===== src/common/pmx_pkg.sv =====
// Package of constants and carrier types for the pin mode multiplexer.
package pmx_pkg;

  // Mode-select strap positions inside the four-bit strap vector.
  localparam int MODE_A_BIT = 0;
  localparam int MODE_B_BIT = 1;
  localparam int MODE_C_BIT = 2;
  localparam int MODE_D_BIT = 3;

  // Widths of the external buses.
  localparam int EXT_ADDR_W  = 14;
  localparam int EXT_DATA_W  = 24;
  localparam int HOST_AD_W   = 16;
  localparam int FLAG_W      = 8;
  localparam int BYTE_ADDR_W = 8;

  // Register offsets on the APB (byte addresses, own choice).
  localparam logic [7:0] OFF_SYSCTL  = 8'h00;
  localparam logic [7:0] OFF_FLAGDIR = 8'h04;
  localparam logic [7:0] OFF_FLAGOUT = 8'h08;
  localparam logic [7:0] OFF_FLAGIN  = 8'h0C;
  localparam logic [7:0] OFF_STRAPS  = 8'h10;
  localparam logic [7:0] OFF_ISTAT   = 8'h14;
  localparam logic [7:0] OFF_IEN     = 8'h18;
  localparam logic [7:0] OFF_ICLR    = 8'h1C;
  localparam logic [7:0] OFF_MEMREQ  = 8'h20;
  localparam logic [7:0] OFF_MEMDAT  = 8'h24;

  // System control fields.
  localparam int SYSCTL_SPB_ALT  = 0;  // 1: serial port B pins are irqs/flags
  localparam int SYSCTL_SENS_LO  = 1;  // bits 3:1 edge select: ext, alt0, alt1
  localparam int SYSCTL_GO_MODE  = 4;
  localparam int SYSCTL_FOUT     = 5;  // alternate flag output level

  // Interrupt status bit positions.
  localparam int IRQ_EXT   = 0;
  localparam int IRQ_LVB   = 1;
  localparam int IRQ_LVA   = 2;
  localparam int IRQ_EDGE  = 3;
  localparam int IRQ_ALT0  = 4;
  localparam int IRQ_ALT1  = 5;
  localparam int IRQ_N     = 6;

  // Reset values.
  localparam logic [31:0] RST_ZERO = 32'h0000_0000;

  // Interface mode chosen by the Mode C strap.
  typedef enum logic [0:0]
  {
    PMX_FULL_MEM = 1'b0,
    PMX_HOST     = 1'b1
  } pmx_mode_t;

  // Bus grant state.
  typedef enum logic [1:0]
  {
    PMX_BUS_OWN   = 2'b00,
    PMX_BUS_GRANT = 2'b01
  } pmx_bus_t;

  // Two-way pin carrier: output and output enable.
  typedef struct packed
  {
    logic [EXT_DATA_W-1:0] o;
    logic [EXT_DATA_W-1:0] oe;
  } pmx_data_drv_t;

endpackage : pmx_pkg


===== src/rtl/pmx_dsp_pin_mode_mux.sv =====
// Pin multiplexer and boot-mode selector with an APB register file.
// Contract
// - External bus pin roles are fixed only during reset, never reassigned.
// - Serial port pin roles may be changed by software at any time.
// - Shared interrupt and flag pins keep both functions simultaneously.
// - Enabled interrupt fires when shared pin asserts, from outside or own flag, except own flag 7 while ext is edge-sensitive.
// - Mode pins sampled only in reset; afterwards they are flag lines.
// - Mode C low selects full memory mode, high host mode, until reset.
// - Full mode offers byte transfers and overlay; host mode offers host port. No overlay logic is implemented here.
// - Full mode drives 14-bit address, 24-bit data; top byte adds address.
// - Host mode gives 16-bit host bus; host strobes in, acknowledge out.
// - Host mode drives only low address bit and upper sixteen data lines.
// - Host acknowledge is open drain, behaviour set by Mode D strap.
// - A system control field picks serial or irq/flag roles for port B.
// - Ext and alt irqs selectable edge/level; level irqs level, edge irq edge.
// - Outside master requests buses; normal mode halts, go mode keeps running.
`timescale 1ns/1ps
`default_nettype none
module pmx_dsp_pin_mode_mux
  import pmx_pkg::*;
(
  // Clock and reset.
  input  wire logic                     pclk,
  input  wire logic                     presetn,
  // APB slave.
  input  wire logic                     psel,
  input  wire logic                     penable,
  input  wire logic                     pwrite,
  input  wire logic [7:0]               paddr,
  input  wire logic [31:0]              pwdata,
  output logic      [31:0]              prdata,
  output logic                          pready,
  output logic                          pslverr,
  // Shared programmable flag lines, mode straps on the low four.
  input  wire logic [pmx_pkg::FLAG_W-1:0] prog_flag_lines_i,
  output logic      [pmx_pkg::FLAG_W-1:0] prog_flag_lines_o,
  output logic      [pmx_pkg::FLAG_W-1:0] prog_flag_lines_oe,
  // Dedicated interrupt pin, active low.
  input  wire logic                     ext_irq_config,
  // Serial port B pins: serial data or alternate irqs and flags.
  input  wire logic                     spb_rx_i,
  input  wire logic                     spb_rfs_i,
  input  wire logic                     spb_tfs_i,
  output logic                          spb_tx_o,
  input  wire logic                     core_spb_tx,
  output logic                          spb_rx_core,
  output logic                          serial_alt_flag_in,
  // External memory bus.
  output logic      [pmx_pkg::EXT_ADDR_W-1:0] ext_addr_bus,
  input  wire logic [pmx_pkg::EXT_DATA_W-1:0] ext_data_bus_i,
  output logic      [pmx_pkg::EXT_DATA_W-1:0] ext_data_bus_o,
  output logic      [pmx_pkg::EXT_DATA_W-1:0] ext_data_bus_oe,
  output logic                          byte_space_select_n,
  output logic                          io_space_select_n,
  output logic                          combined_space_select_n,
  // Bus arbitration.
  input  wire logic                     bus_request_n,
  output logic                          bus_grant_n,
  output logic                          bus_grant_hung_n,
  output logic                          core_halt,
  // Host access port.
  input  wire logic [pmx_pkg::HOST_AD_W-1:0] host_addr_data_bus_i,
  output logic      [pmx_pkg::HOST_AD_W-1:0] host_addr_data_bus_o,
  output logic      [pmx_pkg::HOST_AD_W-1:0] host_addr_data_bus_oe,
  input  wire logic                     host_write_n,
  input  wire logic                     host_read_n,
  input  wire logic                     host_addr_latch,
  input  wire logic                     host_select_n,
  output logic                          host_ack_n_o,
  output logic                          host_ack_n_oe,
  // Status and interrupt.
  output logic                          mode_host,
  output logic                          irq
);
  import pmx_pkg::*;

  // Two-flop synchronisers for the pins from outside the clock domain, except spb_rx_i, which is registered once.
  logic [FLAG_W-1:0]     pf_s1_r, pf_s2_r;
  logic [4:0]            irq_s1_r, irq_s2_r, irq_d_r;
  logic                  br_s1_r, br_s2_r;
  logic [EXT_DATA_W-1:0] d_s1_r, d_s2_r;
  logic [HOST_AD_W-1:0]  ad_s1_r, ad_s2_r;
  logic [3:0]            hs_s1_r, hs_s2_r;
  logic [4:0]            irq_raw;
  logic                  pf_prev_r4;

  // Raw active-low interrupt inputs: alt0, alt1, two spare, ext.
  always_comb
  begin
    irq_raw = {spb_rfs_i, spb_tfs_i, 2'h3, ext_irq_config};
  end

  // Flag pads are synchronised through reset so the straps are settled
  // at release; these flops need no reset value.
  always_ff @(posedge pclk)
  begin
    pf_s1_r <= prog_flag_lines_i;
    pf_s2_r <= pf_s1_r;
  end

  always_ff @(posedge pclk or negedge presetn)
  begin
    if (!presetn)
    begin
      irq_s1_r <= 5'h1F;
      irq_s2_r <= 5'h1F;
      irq_d_r  <= 5'h1F;
      br_s1_r  <= 1'b1;
      br_s2_r  <= 1'b1;
      d_s1_r   <= '0;
      d_s2_r   <= '0;
      ad_s1_r  <= '0;
      ad_s2_r  <= '0;
      hs_s1_r  <= 4'hF;
      hs_s2_r  <= 4'hF;
    end
    else
    begin
      irq_s1_r <= irq_raw;
      irq_s2_r <= irq_s1_r;
      irq_d_r  <= irq_s2_r;
      br_s1_r  <= bus_request_n;
      br_s2_r  <= br_s1_r;
      d_s1_r   <= ext_data_bus_i;
      d_s2_r   <= d_s1_r;
      ad_s1_r  <= host_addr_data_bus_i;
      ad_s2_r  <= ad_s1_r;
      hs_s1_r  <= {host_write_n, host_read_n, ~host_addr_latch,
                   host_select_n};
      hs_s2_r  <= hs_s1_r;
    end
  end

  // Strap capture. The async reset loads a constant; the pins are taken
  // on the first clock after release and then frozen until next reset.
  logic       strap_done_r;
  logic [3:0] straps_r;
  always_ff @(posedge pclk or negedge presetn)
  begin
    if (!presetn)
    begin
      strap_done_r <= 1'b0;
      straps_r     <= 4'h0;
    end
    else if (!strap_done_r)
    begin
      strap_done_r <= 1'b1;
      straps_r     <= pf_s2_r[3:0];
    end
  end

  // Interface mode follows Mode C and never changes after capture.
  pmx_mode_t mode_r;
  always_ff @(posedge pclk or negedge presetn)
  begin
    if (!presetn)
      mode_r <= PMX_FULL_MEM;
    else if (!strap_done_r)
      mode_r <= pmx_mode_t'(pf_s2_r[MODE_C_BIT]);
  end

  // Software registers.
  logic [5:0]        sysctl_r;
  logic [FLAG_W-1:0] flag_dir_r, flag_out_r;
  logic [IRQ_N-1:0]  istat_r, ien_r;
  logic [21:0]       mem_addr_r;
  logic [EXT_DATA_W-1:0] mem_wdat_r;
  logic              mem_go_r, mem_wr_r, mem_byte_r, mem_io_r;
  logic              wr_en, rd_en;

  assign wr_en = psel && penable && pwrite;
  assign rd_en = psel && !penable && !pwrite;

  // Control writes; serial port role may change at any time.
  always_ff @(posedge pclk or negedge presetn)
  begin
    if (!presetn)
    begin
      sysctl_r   <= '0;
      flag_dir_r <= '0;
      flag_out_r <= '0;
      ien_r      <= '0;
      mem_addr_r <= '0;
      mem_wdat_r <= '0;
      mem_wr_r   <= 1'b0;
      mem_byte_r <= 1'b0;
      mem_io_r   <= 1'b0;
    end
    else if (wr_en)
    begin
      case (paddr)
        OFF_SYSCTL:  sysctl_r   <= pwdata[5:0];
        OFF_FLAGDIR: flag_dir_r <= pwdata[FLAG_W-1:0];
        OFF_FLAGOUT: flag_out_r <= pwdata[FLAG_W-1:0];
        OFF_IEN:     ien_r      <= pwdata[IRQ_N-1:0];
        OFF_MEMREQ:
        begin
          mem_addr_r <= pwdata[21:0];
          mem_wr_r   <= pwdata[29];
          mem_io_r   <= pwdata[30];
          mem_byte_r <= pwdata[31];
        end
        OFF_MEMDAT:  mem_wdat_r <= pwdata[EXT_DATA_W-1:0];
        default:     ;
      endcase
    end
  end

  // Flag pin levels as seen on the pad, own drive included.
  logic [FLAG_W-1:0] pf_level;
  assign pf_level = strap_done_r ? pf_s2_r : '0;

  // Interrupt detection. Pins 7:4 keep flag and interrupt roles at once.
  logic [IRQ_N-1:0] ev;
  logic             alt;
  logic [2:0]       edge_sel;
  assign alt      = sysctl_r[SYSCTL_SPB_ALT];
  assign edge_sel = sysctl_r[SYSCTL_SENS_LO+2:SYSCTL_SENS_LO];
  always_comb
  begin
    ev = '0;
    // Interrupt pins are low-active; flag drive reaches them via the pad, except pin 7 while ext is edge-sensitive.
    ev[IRQ_EXT]  = edge_sel[0] ? (irq_d_r[0] &&
                   !irq_s2_r[0]) || (!pf_level[7] && !flag_dir_r[7])
                   : !irq_s2_r[0] || (strap_done_r && !pf_level[7]);
    ev[IRQ_LVB]  = strap_done_r && !pf_level[6];
    ev[IRQ_LVA]  = strap_done_r && !pf_level[5];
    ev[IRQ_EDGE] = strap_done_r && !pf_level[4] && pf_s2_r[4] == 1'b0
                   && pf_prev_r4;
    ev[IRQ_ALT0] = alt && (edge_sel[1] ? (irq_d_r[4] && !irq_s2_r[4])
                   : !irq_s2_r[4]);
    ev[IRQ_ALT1] = alt && (edge_sel[2] ? (irq_d_r[3] && !irq_s2_r[3])
                   : !irq_s2_r[3]);
  end

  always_ff @(posedge pclk or negedge presetn)
  begin
    if (!presetn)
      pf_prev_r4 <= 1'b1;
    else
      pf_prev_r4 <= !strap_done_r || pf_s2_r[4];
  end

  // Sticky status: a set in the same cycle as a clear wins.
  always_ff @(posedge pclk or negedge presetn)
  begin
    if (!presetn)
      istat_r <= '0;
    else if (wr_en && paddr == OFF_ICLR)
      istat_r <= (istat_r & ~pwdata[IRQ_N-1:0]) | ev;
    else
      istat_r <= istat_r | ev;
  end

  always_ff @(posedge pclk or negedge presetn)
  begin
    if (!presetn)
      irq <= 1'b0;
    else
      irq <= |(istat_r & ien_r);
  end

  // Flag pin drivers; the mode straps are ordinary flags once captured.
  always_ff @(posedge pclk or negedge presetn)
  begin
    if (!presetn)
    begin
      prog_flag_lines_o  <= '0;
      prog_flag_lines_oe <= '0;
    end
    else
    begin
      prog_flag_lines_o  <= flag_out_r;
      prog_flag_lines_oe <= strap_done_r ? flag_dir_r : '0;
    end
  end

  // Serial port B pin steering.
  always_ff @(posedge pclk or negedge presetn)
  begin
    if (!presetn)
    begin
      spb_tx_o           <= 1'b0;
      spb_rx_core        <= 1'b0;
      serial_alt_flag_in <= 1'b0;
    end
    else
    begin
      spb_tx_o    <= alt ? sysctl_r[SYSCTL_FOUT] : core_spb_tx;
      spb_rx_core <= alt ? 1'b0 : spb_rx_i;
      serial_alt_flag_in <= alt ? spb_rx_i : 1'b0;
    end
  end

  // Bus arbitration: grant while requested; normal mode halts the core.
  pmx_bus_t bus_r;
  logic     ext_busy;
  always_ff @(posedge pclk or negedge presetn)
  begin
    if (!presetn)
    begin
      bus_r            <= PMX_BUS_OWN;
      bus_grant_n      <= 1'b1;
      bus_grant_hung_n <= 1'b1;
      core_halt        <= 1'b0;
    end
    else
    begin
      case (bus_r)
        PMX_BUS_OWN:
          if (!br_s2_r && !mem_go_r)
          begin
            bus_r       <= PMX_BUS_GRANT;
            bus_grant_n <= 1'b0;
            core_halt   <= !sysctl_r[SYSCTL_GO_MODE];
          end
        PMX_BUS_GRANT:
        begin
          bus_grant_hung_n <= !(ext_busy && sysctl_r[SYSCTL_GO_MODE]);
          if (br_s2_r)
          begin
            bus_r            <= PMX_BUS_OWN;
            bus_grant_n      <= 1'b1;
            bus_grant_hung_n <= 1'b1;
            core_halt        <= 1'b0;
          end
        end
        default: bus_r <= PMX_BUS_OWN;
      endcase
    end
  end
  assign ext_busy = wr_en && paddr == OFF_MEMREQ;

  // External access engine, one cycle per strobe; drives pins by mode.
  logic [EXT_DATA_W-1:0] mem_rdat_r;
  logic                  own_bus;
  assign own_bus = bus_r == PMX_BUS_OWN;
  always_ff @(posedge pclk or negedge presetn)
  begin
    if (!presetn)
    begin
      mem_go_r                <= 1'b0;
      ext_addr_bus            <= '0;
      ext_data_bus_o          <= '0;
      ext_data_bus_oe         <= '0;
      byte_space_select_n     <= 1'b1;
      io_space_select_n       <= 1'b1;
      combined_space_select_n <= 1'b1;
    end
    else if (ext_busy && own_bus && strap_done_r)
    begin
      mem_go_r <= 1'b1;
    end
    else if (mem_go_r)
    begin
      mem_go_r <= 1'b0;
      if (mode_r == PMX_FULL_MEM)
      begin
        // Full address; byte space borrows the top data byte.
        ext_addr_bus    <= mem_addr_r[EXT_ADDR_W-1:0];
        ext_data_bus_o  <= mem_byte_r
          ? {mem_addr_r[21:14], mem_wdat_r[15:0]} : mem_wdat_r;
        ext_data_bus_oe <= mem_byte_r ? {8'hFF, {16{mem_wr_r}}}
                                      : {24{mem_wr_r}};
        byte_space_select_n <= !mem_byte_r;
      end
      else
      begin
        // Only the low address bit; upper sixteen data lines carry data.
        ext_addr_bus    <= {13'h0000, mem_addr_r[0]};
        ext_data_bus_o  <= {mem_wdat_r[15:0], 8'h00};
        ext_data_bus_oe <= {{16{mem_wr_r}}, 8'h00};
        byte_space_select_n <= 1'b1;
      end
      io_space_select_n       <= !mem_io_r;
      combined_space_select_n <= mem_io_r || mem_byte_r;
    end
    else
    begin
      ext_data_bus_oe         <= '0;
      byte_space_select_n     <= 1'b1;
      io_space_select_n       <= 1'b1;
      combined_space_select_n <= 1'b1;
    end
  end

  // Read data crosses the pad synchroniser, so it is taken three cycles
  // after the strobe edge, when the settled copy holds the memory word.
  logic [2:0] rd_cap_r;
  always_ff @(posedge pclk or negedge presetn)
  begin
    if (!presetn)
    begin
      rd_cap_r   <= 3'h0;
      mem_rdat_r <= '0;
    end
    else
    begin
      rd_cap_r <= {rd_cap_r[1:0], mem_go_r && !mem_wr_r};
      if (rd_cap_r[2])
        mem_rdat_r <= d_s2_r;
    end
  end

  // Host access port: latch address, echo it on reads, acknowledge.
  logic [HOST_AD_W-1:0] host_addr_r;
  logic                 host_act;
  assign host_act = mode_r == PMX_HOST && strap_done_r && !hs_s2_r[0];
  always_ff @(posedge pclk or negedge presetn)
  begin
    if (!presetn)
    begin
      host_addr_r           <= '0;
      host_addr_data_bus_o  <= '0;
      host_addr_data_bus_oe <= '0;
      host_ack_n_o          <= 1'b0;
      host_ack_n_oe         <= 1'b0;
    end
    else
    begin
      if (host_act && !hs_s2_r[1])
        host_addr_r <= ad_s2_r;
      host_addr_data_bus_o  <= host_addr_r;
      host_addr_data_bus_oe <= {HOST_AD_W{host_act && !hs_s2_r[2]}};
      // Open drain: only ever pulls low. Mode D low acks while selected,
      // Mode D high acks only on a strobe.
      host_ack_n_o  <= 1'b0;
      host_ack_n_oe <= host_act && (!straps_r[MODE_D_BIT] ||
                       !hs_s2_r[2] || !hs_s2_r[3]);
    end
  end

  // APB read path and handshake; ready on the access cycle, no waits.
  always_ff @(posedge pclk or negedge presetn)
  begin
    if (!presetn)
    begin
      prdata  <= RST_ZERO;
      pready  <= 1'b0;
      pslverr <= 1'b0;
    end
    else
    begin
      pready  <= psel && !penable;
      pslverr <= psel && !penable && paddr > OFF_MEMDAT;
      if (rd_en)
      begin
        case (paddr)
          OFF_SYSCTL:  prdata <= {26'h0, sysctl_r};
          OFF_FLAGDIR: prdata <= {24'h0, flag_dir_r};
          OFF_FLAGOUT: prdata <= {24'h0, flag_out_r};
          OFF_FLAGIN:  prdata <= {24'h0, pf_level};
          OFF_STRAPS:  prdata <= {27'h0, mode_r, straps_r};
          OFF_ISTAT:   prdata <= {26'h0, istat_r};
          OFF_IEN:     prdata <= {26'h0, ien_r};
          OFF_MEMDAT:  prdata <= {8'h00, mem_rdat_r};
          default:     prdata <= RST_ZERO;
        endcase
      end
    end
  end

  assign mode_host = mode_r == PMX_HOST;

endmodule : pmx_dsp_pin_mode_mux
`default_nettype wire


===== config.mk =====
export PLATFORM = sky130hd
export DESIGN_NAME = pmx_dsp_pin_mode_mux
export DESIGN_NICKNAME = d
export VERILOG_FILES = /design/src/common/pmx_pkg.sv /design/src/rtl/pmx_dsp_pin_mode_mux.sv
export SDC_FILE = /design/constraint.sdc
export NUM_CORES = 1
export LEC_CHECK = 0
export BUFFER_PORTS_ARGS = -buffer_cell sky130_fd_sc_hd__buf_2
export CAP_MARGIN = 20
export CORE_ASPECT_RATIO = 1.25
export CORE_UTILIZATION = 54
export DETAILED_ROUTE_END_ITERATION = 10
export GPL_ROUTABILITY_DRIVEN = 1
export PLACE_DENSITY = 0.79
export REMOVE_ABC_BUFFERS = 1
export SYNTH_ARGS = -nofsm -noshare
export SYNTH_HDL_FRONTEND = slang
export SYNTH_SLANG_ARGS = --single-unit
export TNS_END_PERCENT = 50

===== constraint.sdc =====
create_clock -name pclk -period 2 [get_ports pclk]
set_clock_uncertainty 0.15 [all_clocks]
set_input_delay 0.1 -clock pclk [delete_from_list [all_inputs] [get_ports pclk]]
set_output_delay 0.1 -clock pclk [all_outputs]
set_load 0.005 [all_outputs]

[Word-level counts from Yosys, hierarchy flattened]
Cells that the tools add are included.
Storage, ports and cells
  flip-flop bits (word level): 391
  output and inout port bits: 157
  word-level logic and storage cells: 176
Cells by class
  magnitude comparators: 1
  equality and inequality tests: 12
  mux-type cells: 31
  bitwise operators: 8
  reduce and logical (&&, ||, !) cells: 71
Operator list (number)
  case mux 24 bit (8 select lines): 1
  two-way mux 24 bit: 5
  equality test 8 x 5 -> 1 bit (second input constant): 4
  logical AND 1 bit: 29
  zero test 1 bit: 23
  equality test 8 x 4 -> 1 bit (second input constant): 2
  equality test 8 x 6 -> 1 bit (second input constant): 2
  two-way mux 1 bit: 16
  two-way mux 8 bit: 2
  AND reduction 2 bit: 8
  two-way mux 14 bit: 1
  AND 6 bit: 2
  OR 6 bit: 2
  equality test 8 x 3 -> 1 bit (second input constant): 1
  > comparator 8 x 6 -> 1 bit (second input constant): 1
  zero test 8 bit: 1
  logical OR 1 bit: 6
  two-way mux 6 bit: 1
  NOT 6 bit: 1
  OR reduction 6 bit: 1
  two-way mux 2 bit: 2
  case mux 1 bit (2 select lines): 2
  case mux 2 bit (2 select lines): 1
  NOT 1 bit: 3
  6 further kinds: 6

[Depth between registers and ports, before layout]
  depth after elaboration: 7
  depth in mapped cells: 8
  gate-level depth less buffers: 5

[Worst setup path before layout]
OpenSTA, ideal clock, no wires.
  path type: input -> register
  start point: in paddr[4]
  end point: reg ext_addr_bus[0] (netlist name)
  setup time: 0.127 ns
  arrival: 1.531 ns
  data required time: 1.723 ns
  slack: 0.192 ns
  stages on the path: 6
  buffers on the path: 2
  cell sequence: buf_2 nor4b_4 nand3_4 o21ai_2 buf_6 mux2_1
On the way
  word-level cells in the longest chain between the ends: 6
Ends and longest elaborated chain
  start, declared: RTL line pmx_dsp_pin_mode_mux.sv:29  | input wire logic [7:0] paddr,
  equality test 8 x 6 -> 1 bit: RTL line pmx_dsp_pin_mode_mux.sv:332  | assign ext_busy = wr_en && paddr == OFF_MEMREQ;
  logical AND 1 bit: RTL line pmx_dsp_pin_mode_mux.sv:332
  logical AND 1 bit (2 in series): RTL line pmx_dsp_pin_mode_mux.sv:350  | else if (ext_busy && own_bus && strap_done_r)
  NOT 1 bit (no source line)
  AND reduction 2 bit (no source line)
  end signal, assigned: RTL line pmx_dsp_pin_mode_mux.sv:360  | ext_addr_bus <= mem_addr_r[EXT_ADDR_W-1:0];
  end signal, assigned: RTL line pmx_dsp_pin_mode_mux.sv:370  | ext_addr_bus <= {13'h0000, mem_addr_r[0]};
  end, declared: RTL line pmx_dsp_pin_mode_mux.sv:49  | output logic [pmx_pkg::EXT_ADDR_W-1:0] ext_addr_bus,
No other way between the ends.
A chain may end at the register's enable or synchronous reset.

[Worst setup path after layout]
  start point: in paddr[6]
  end point: reg prdata[2]
On the way
  word-level cells in the longest chain between the ends: 2
Ends and longest elaborated chain
  equality test 8 x 6 -> 1 bit, or another cell as far along: RTL line pmx_dsp_pin_mode_mux.sv:448  | case (paddr)
  case mux 24 bit (8 select lines) (*): RTL line pmx_dsp_pin_mode_mux.sv:448
  end signal, assigned: RTL line pmx_dsp_pin_mode_mux.sv:449  | OFF_SYSCTL: prdata <= {26'h0, sysctl_r};
  end signal, assigned: RTL line pmx_dsp_pin_mode_mux.sv:450  | OFF_FLAGDIR: prdata <= {24'h0, flag_dir_r};
  end signal, assigned: RTL line pmx_dsp_pin_mode_mux.sv:451  | OFF_FLAGOUT: prdata <= {24'h0, flag_out_r};
  end, declared: RTL line pmx_dsp_pin_mode_mux.sv:31  | output logic [31:0] prdata,
Every way passes the cells marked *; elsewhere a longest branch is shown, timed or not.

==> impl_metrics.json <==
{
  "drive_above_1_share": 0.391,
  "ant_nets": 0,
  "rsz0062_at_grt": "false",
  "cp.arrival_ps": 2150,
  "die_w_um": 141,
  "cts_inserted_buffers": 35,
  "synth_area_leaders": "dfrtp_1, mux2_2, dfstp_2, buf_4, dfxtp_1",
  "reg2reg_from": "strap_done_r",
  "numPlacedInstances": 1402,
  "fin_area_um2": 16600,
  "avgSynthCellArea_um2": 14.4,
  "start_kind": "primary input",
  "vdd_drop_max_mv": 0.968,
  "first_iter_violations": 448,
  "core_um2": 23600,
  "hold_start": "psel",
  "clock_sinks": 360,
  "wire_per_inst_um": 18.2,
  "final-max-slew-violation-count": 0,
  "cts.htree.levels": 2,
  "fin_crit_sh": 0.956,
  "max_cap_violations": 0,
  "cts.clk_slew.worst_paths_ps": 60,
  "nets": 1347,
  "hold_class": "in -> reg",
  "status": "finished, final reports clean",
  "drt_wl_total_mm": 28.5,
  "timing.critical_path.from": "paddr[6]",
  "synth.yosys.seq_area_share": 0.691,
  "final_common_cell": "dfrtp_1",
  "cp.required_ps": 2230,
  "max_slew_margin": 0.567,
  "ios": 260,
  "grt_pass1_wl_mm": 45.4,
  "grt_max_degree": 61,
  "start_util": 0.548,
  "tightestPinTransition_ps": 650,
  "layout_common_cells": "dfrtp_1, buf_2, mux2_2",
  "setup_viol": 0,
  "die-area_um2": 24600,
  "end_kind": "register",
  "hpwl_mm": 18.3,
  "syn_area_um2": 13000,
  "rows": 63,
  "synth_top_area_cell": "dfrtp_1",
  "p_leak_nw": 8.22,
  "cts_tree": "done",
  "antenna_found_initial": 1,
  "first_pass_iters": 5,
  "stdcell_count": 1563,
  "post_dp_cell_area_um2": 14400,
  "yosys.area.top_type_share": 0.616,
  "worstSkewPairLatency_ps": 510,
  "yosysUniqueCellTypes": 59,
  "fill_cells": 1587,
  "root_buffer": "clkbuf_16",
  "finalCriticalPeriod_ps": 1910,
  "yosys_warnings": 0,
  "synthCells": 902,
  "grt_pass1_vias": 8543,
  "cp_max_fo": 7,
  "die_h_um": 175,
  "max_freq_mhz": 523,
  "finalHoldViolations": 0,
  "io_buffers": 245,
  "clockBufferDepth": 3,
  "grtUsageTotal": 0.238,
  "gp_congestion": 0.860,
  "drc_errors": 0,
  "ys_ff_latch": 360,
  "p_total_mw": 15.4,
  "gr-total-overflow": 0,
  "routed-via-count": 8233,
  "area_growth_pct": 27.9,
  "path_class": "in -> reg",
  "viasPerCell": 5.27,
  "powerDensity_nw_per_um2": 927
}
flip-flops by register name, summed over array words and instances (netlist names), 16 cells and up:
register              flops
d_s1_r                   24
ad_s1_r                  16
host_addr_r              16
prdata                   24
ad_s2_r                  16
host_addr_data_bus_o     16
d_s2_r                   24
mem_addr_r               22
mem_wdat_r               24
mem_rdat_r               24
ext_data_bus_o           24
logic make-up (layout without fill, tap and decap cells):
family / Yosys count / after routing / share of synthesized area
flops: 360 / 360 / 0.691
simple gates: 170 / 170 / 0.0709
mux: 149 / 149 / 0.128
compound gates: 128 / 128 / 0.0648
buf+inv: 93 / 453 / 0.0447
other cells: 2 / 11 / 0.000579
critical path: stages:
cell           delay (ps)
dlygate4sd3_1         530
buf_2                 200
nor4_4                 70
dlygate4sd3_1         570
buf_4                 170
a32o_1                210
o21ai_0               220
nand2_1                80
metal layers:
layer | share of wire | global-route usage
met1 | 0.40 | 0.306
met2 | 0.52 | 0.409
met3 | 0.046 | 0.0389
met4 | 0.031 | 0.0888
met5 | 0 | 0
what timing repair did:
item                                    4_1_cts  5_1_grt
gates resized for setup                       0        1
endpoints found under the hold margin       473        0
buffers inserted                              0        1
hold buffers                                 96        0
endpoints found under the setup margin        0        5
where the power goes:
part / switching (mW) / internal (mW)
sequential: 0.155 / 7.65
combinational: 0.456 / 0.472
clock: 2.62 / 4.03
cell type report:
type | instances | area [µm²] | share of cell area
sequential | 360 | 8960 | 0.540
multi-input combinational | 457 | 3460 | 0.209
timing repair buffer | 380 | 2580 | 0.156
clock buffer | 52 | 1010 | 0.0610
tap | 292 | 365 | 0.0220
clock inverter | 11 | 158 | 0.00951
inverter | 10 | 37.5 | 0.00226
antenna | 1 | 2.50 | 0.000151
path summary, 6_finish.rpt:
path | slack (ps) | depth (start not counted) | endpoint
worst min register to register | 180 | 0 | pf_s2_r[1]
worst max-delay path | 90 | 8 | prdata[2]
worst max register to register | 140 | 4 | prdata[4]
max in group asynchronous | 180 | 4 | d_s2_r[17]
worst min-delay path | 30 | 5 | prdata[7]
min in group asynchronous | 540 | 3 | mem_rdat_r[17]
cells in the mapped netlist (all sizes together):
cell type	number
a211oi	1
a211o	1
dfxtp	16
o21ai	50
nand2	65
a31oi	3
dfstp	25
a22o	21
nand2b	26
and4	1
buf	63
a21o	1
o22ai	1
o31ai	1
or3	1
nor4	3
nor3b	1
a22oi	9
o2bb2ai	2
o32ai	2
nor2b	8
inv	10
a32o	3
a41o	1
mux2	124
nand3b	1
or2	1
a21oi	22
nand4	1
and2	13
mux2i	24
nor4b	5
o211ai	2
dfrtp	319
nor3	5
conb	2
clkbuf	20
nor2	26
mux4	1
nand3	11
a221o	3
and3	2
a21boi	1
a222oi	3
a31o	1
stage by stage:
step | util | setup TNS [ps] | setup slack (ps) | hold slack (ps)
after CTS | 0.701 | 0 | 33.6 | 5.49
after global routing | 0.701 | 0 | 10.4 | 45.8
after floorplan | - | -43260 | -976 | -346
after global placement | 0.610 | 0 | 144 | -61.1
final | 0.701 | 0 | 87.5 | 31.5
after detailed placement | 0.610 | 0 | 135 | -57.0
Power figures use the tool's default switching activity.
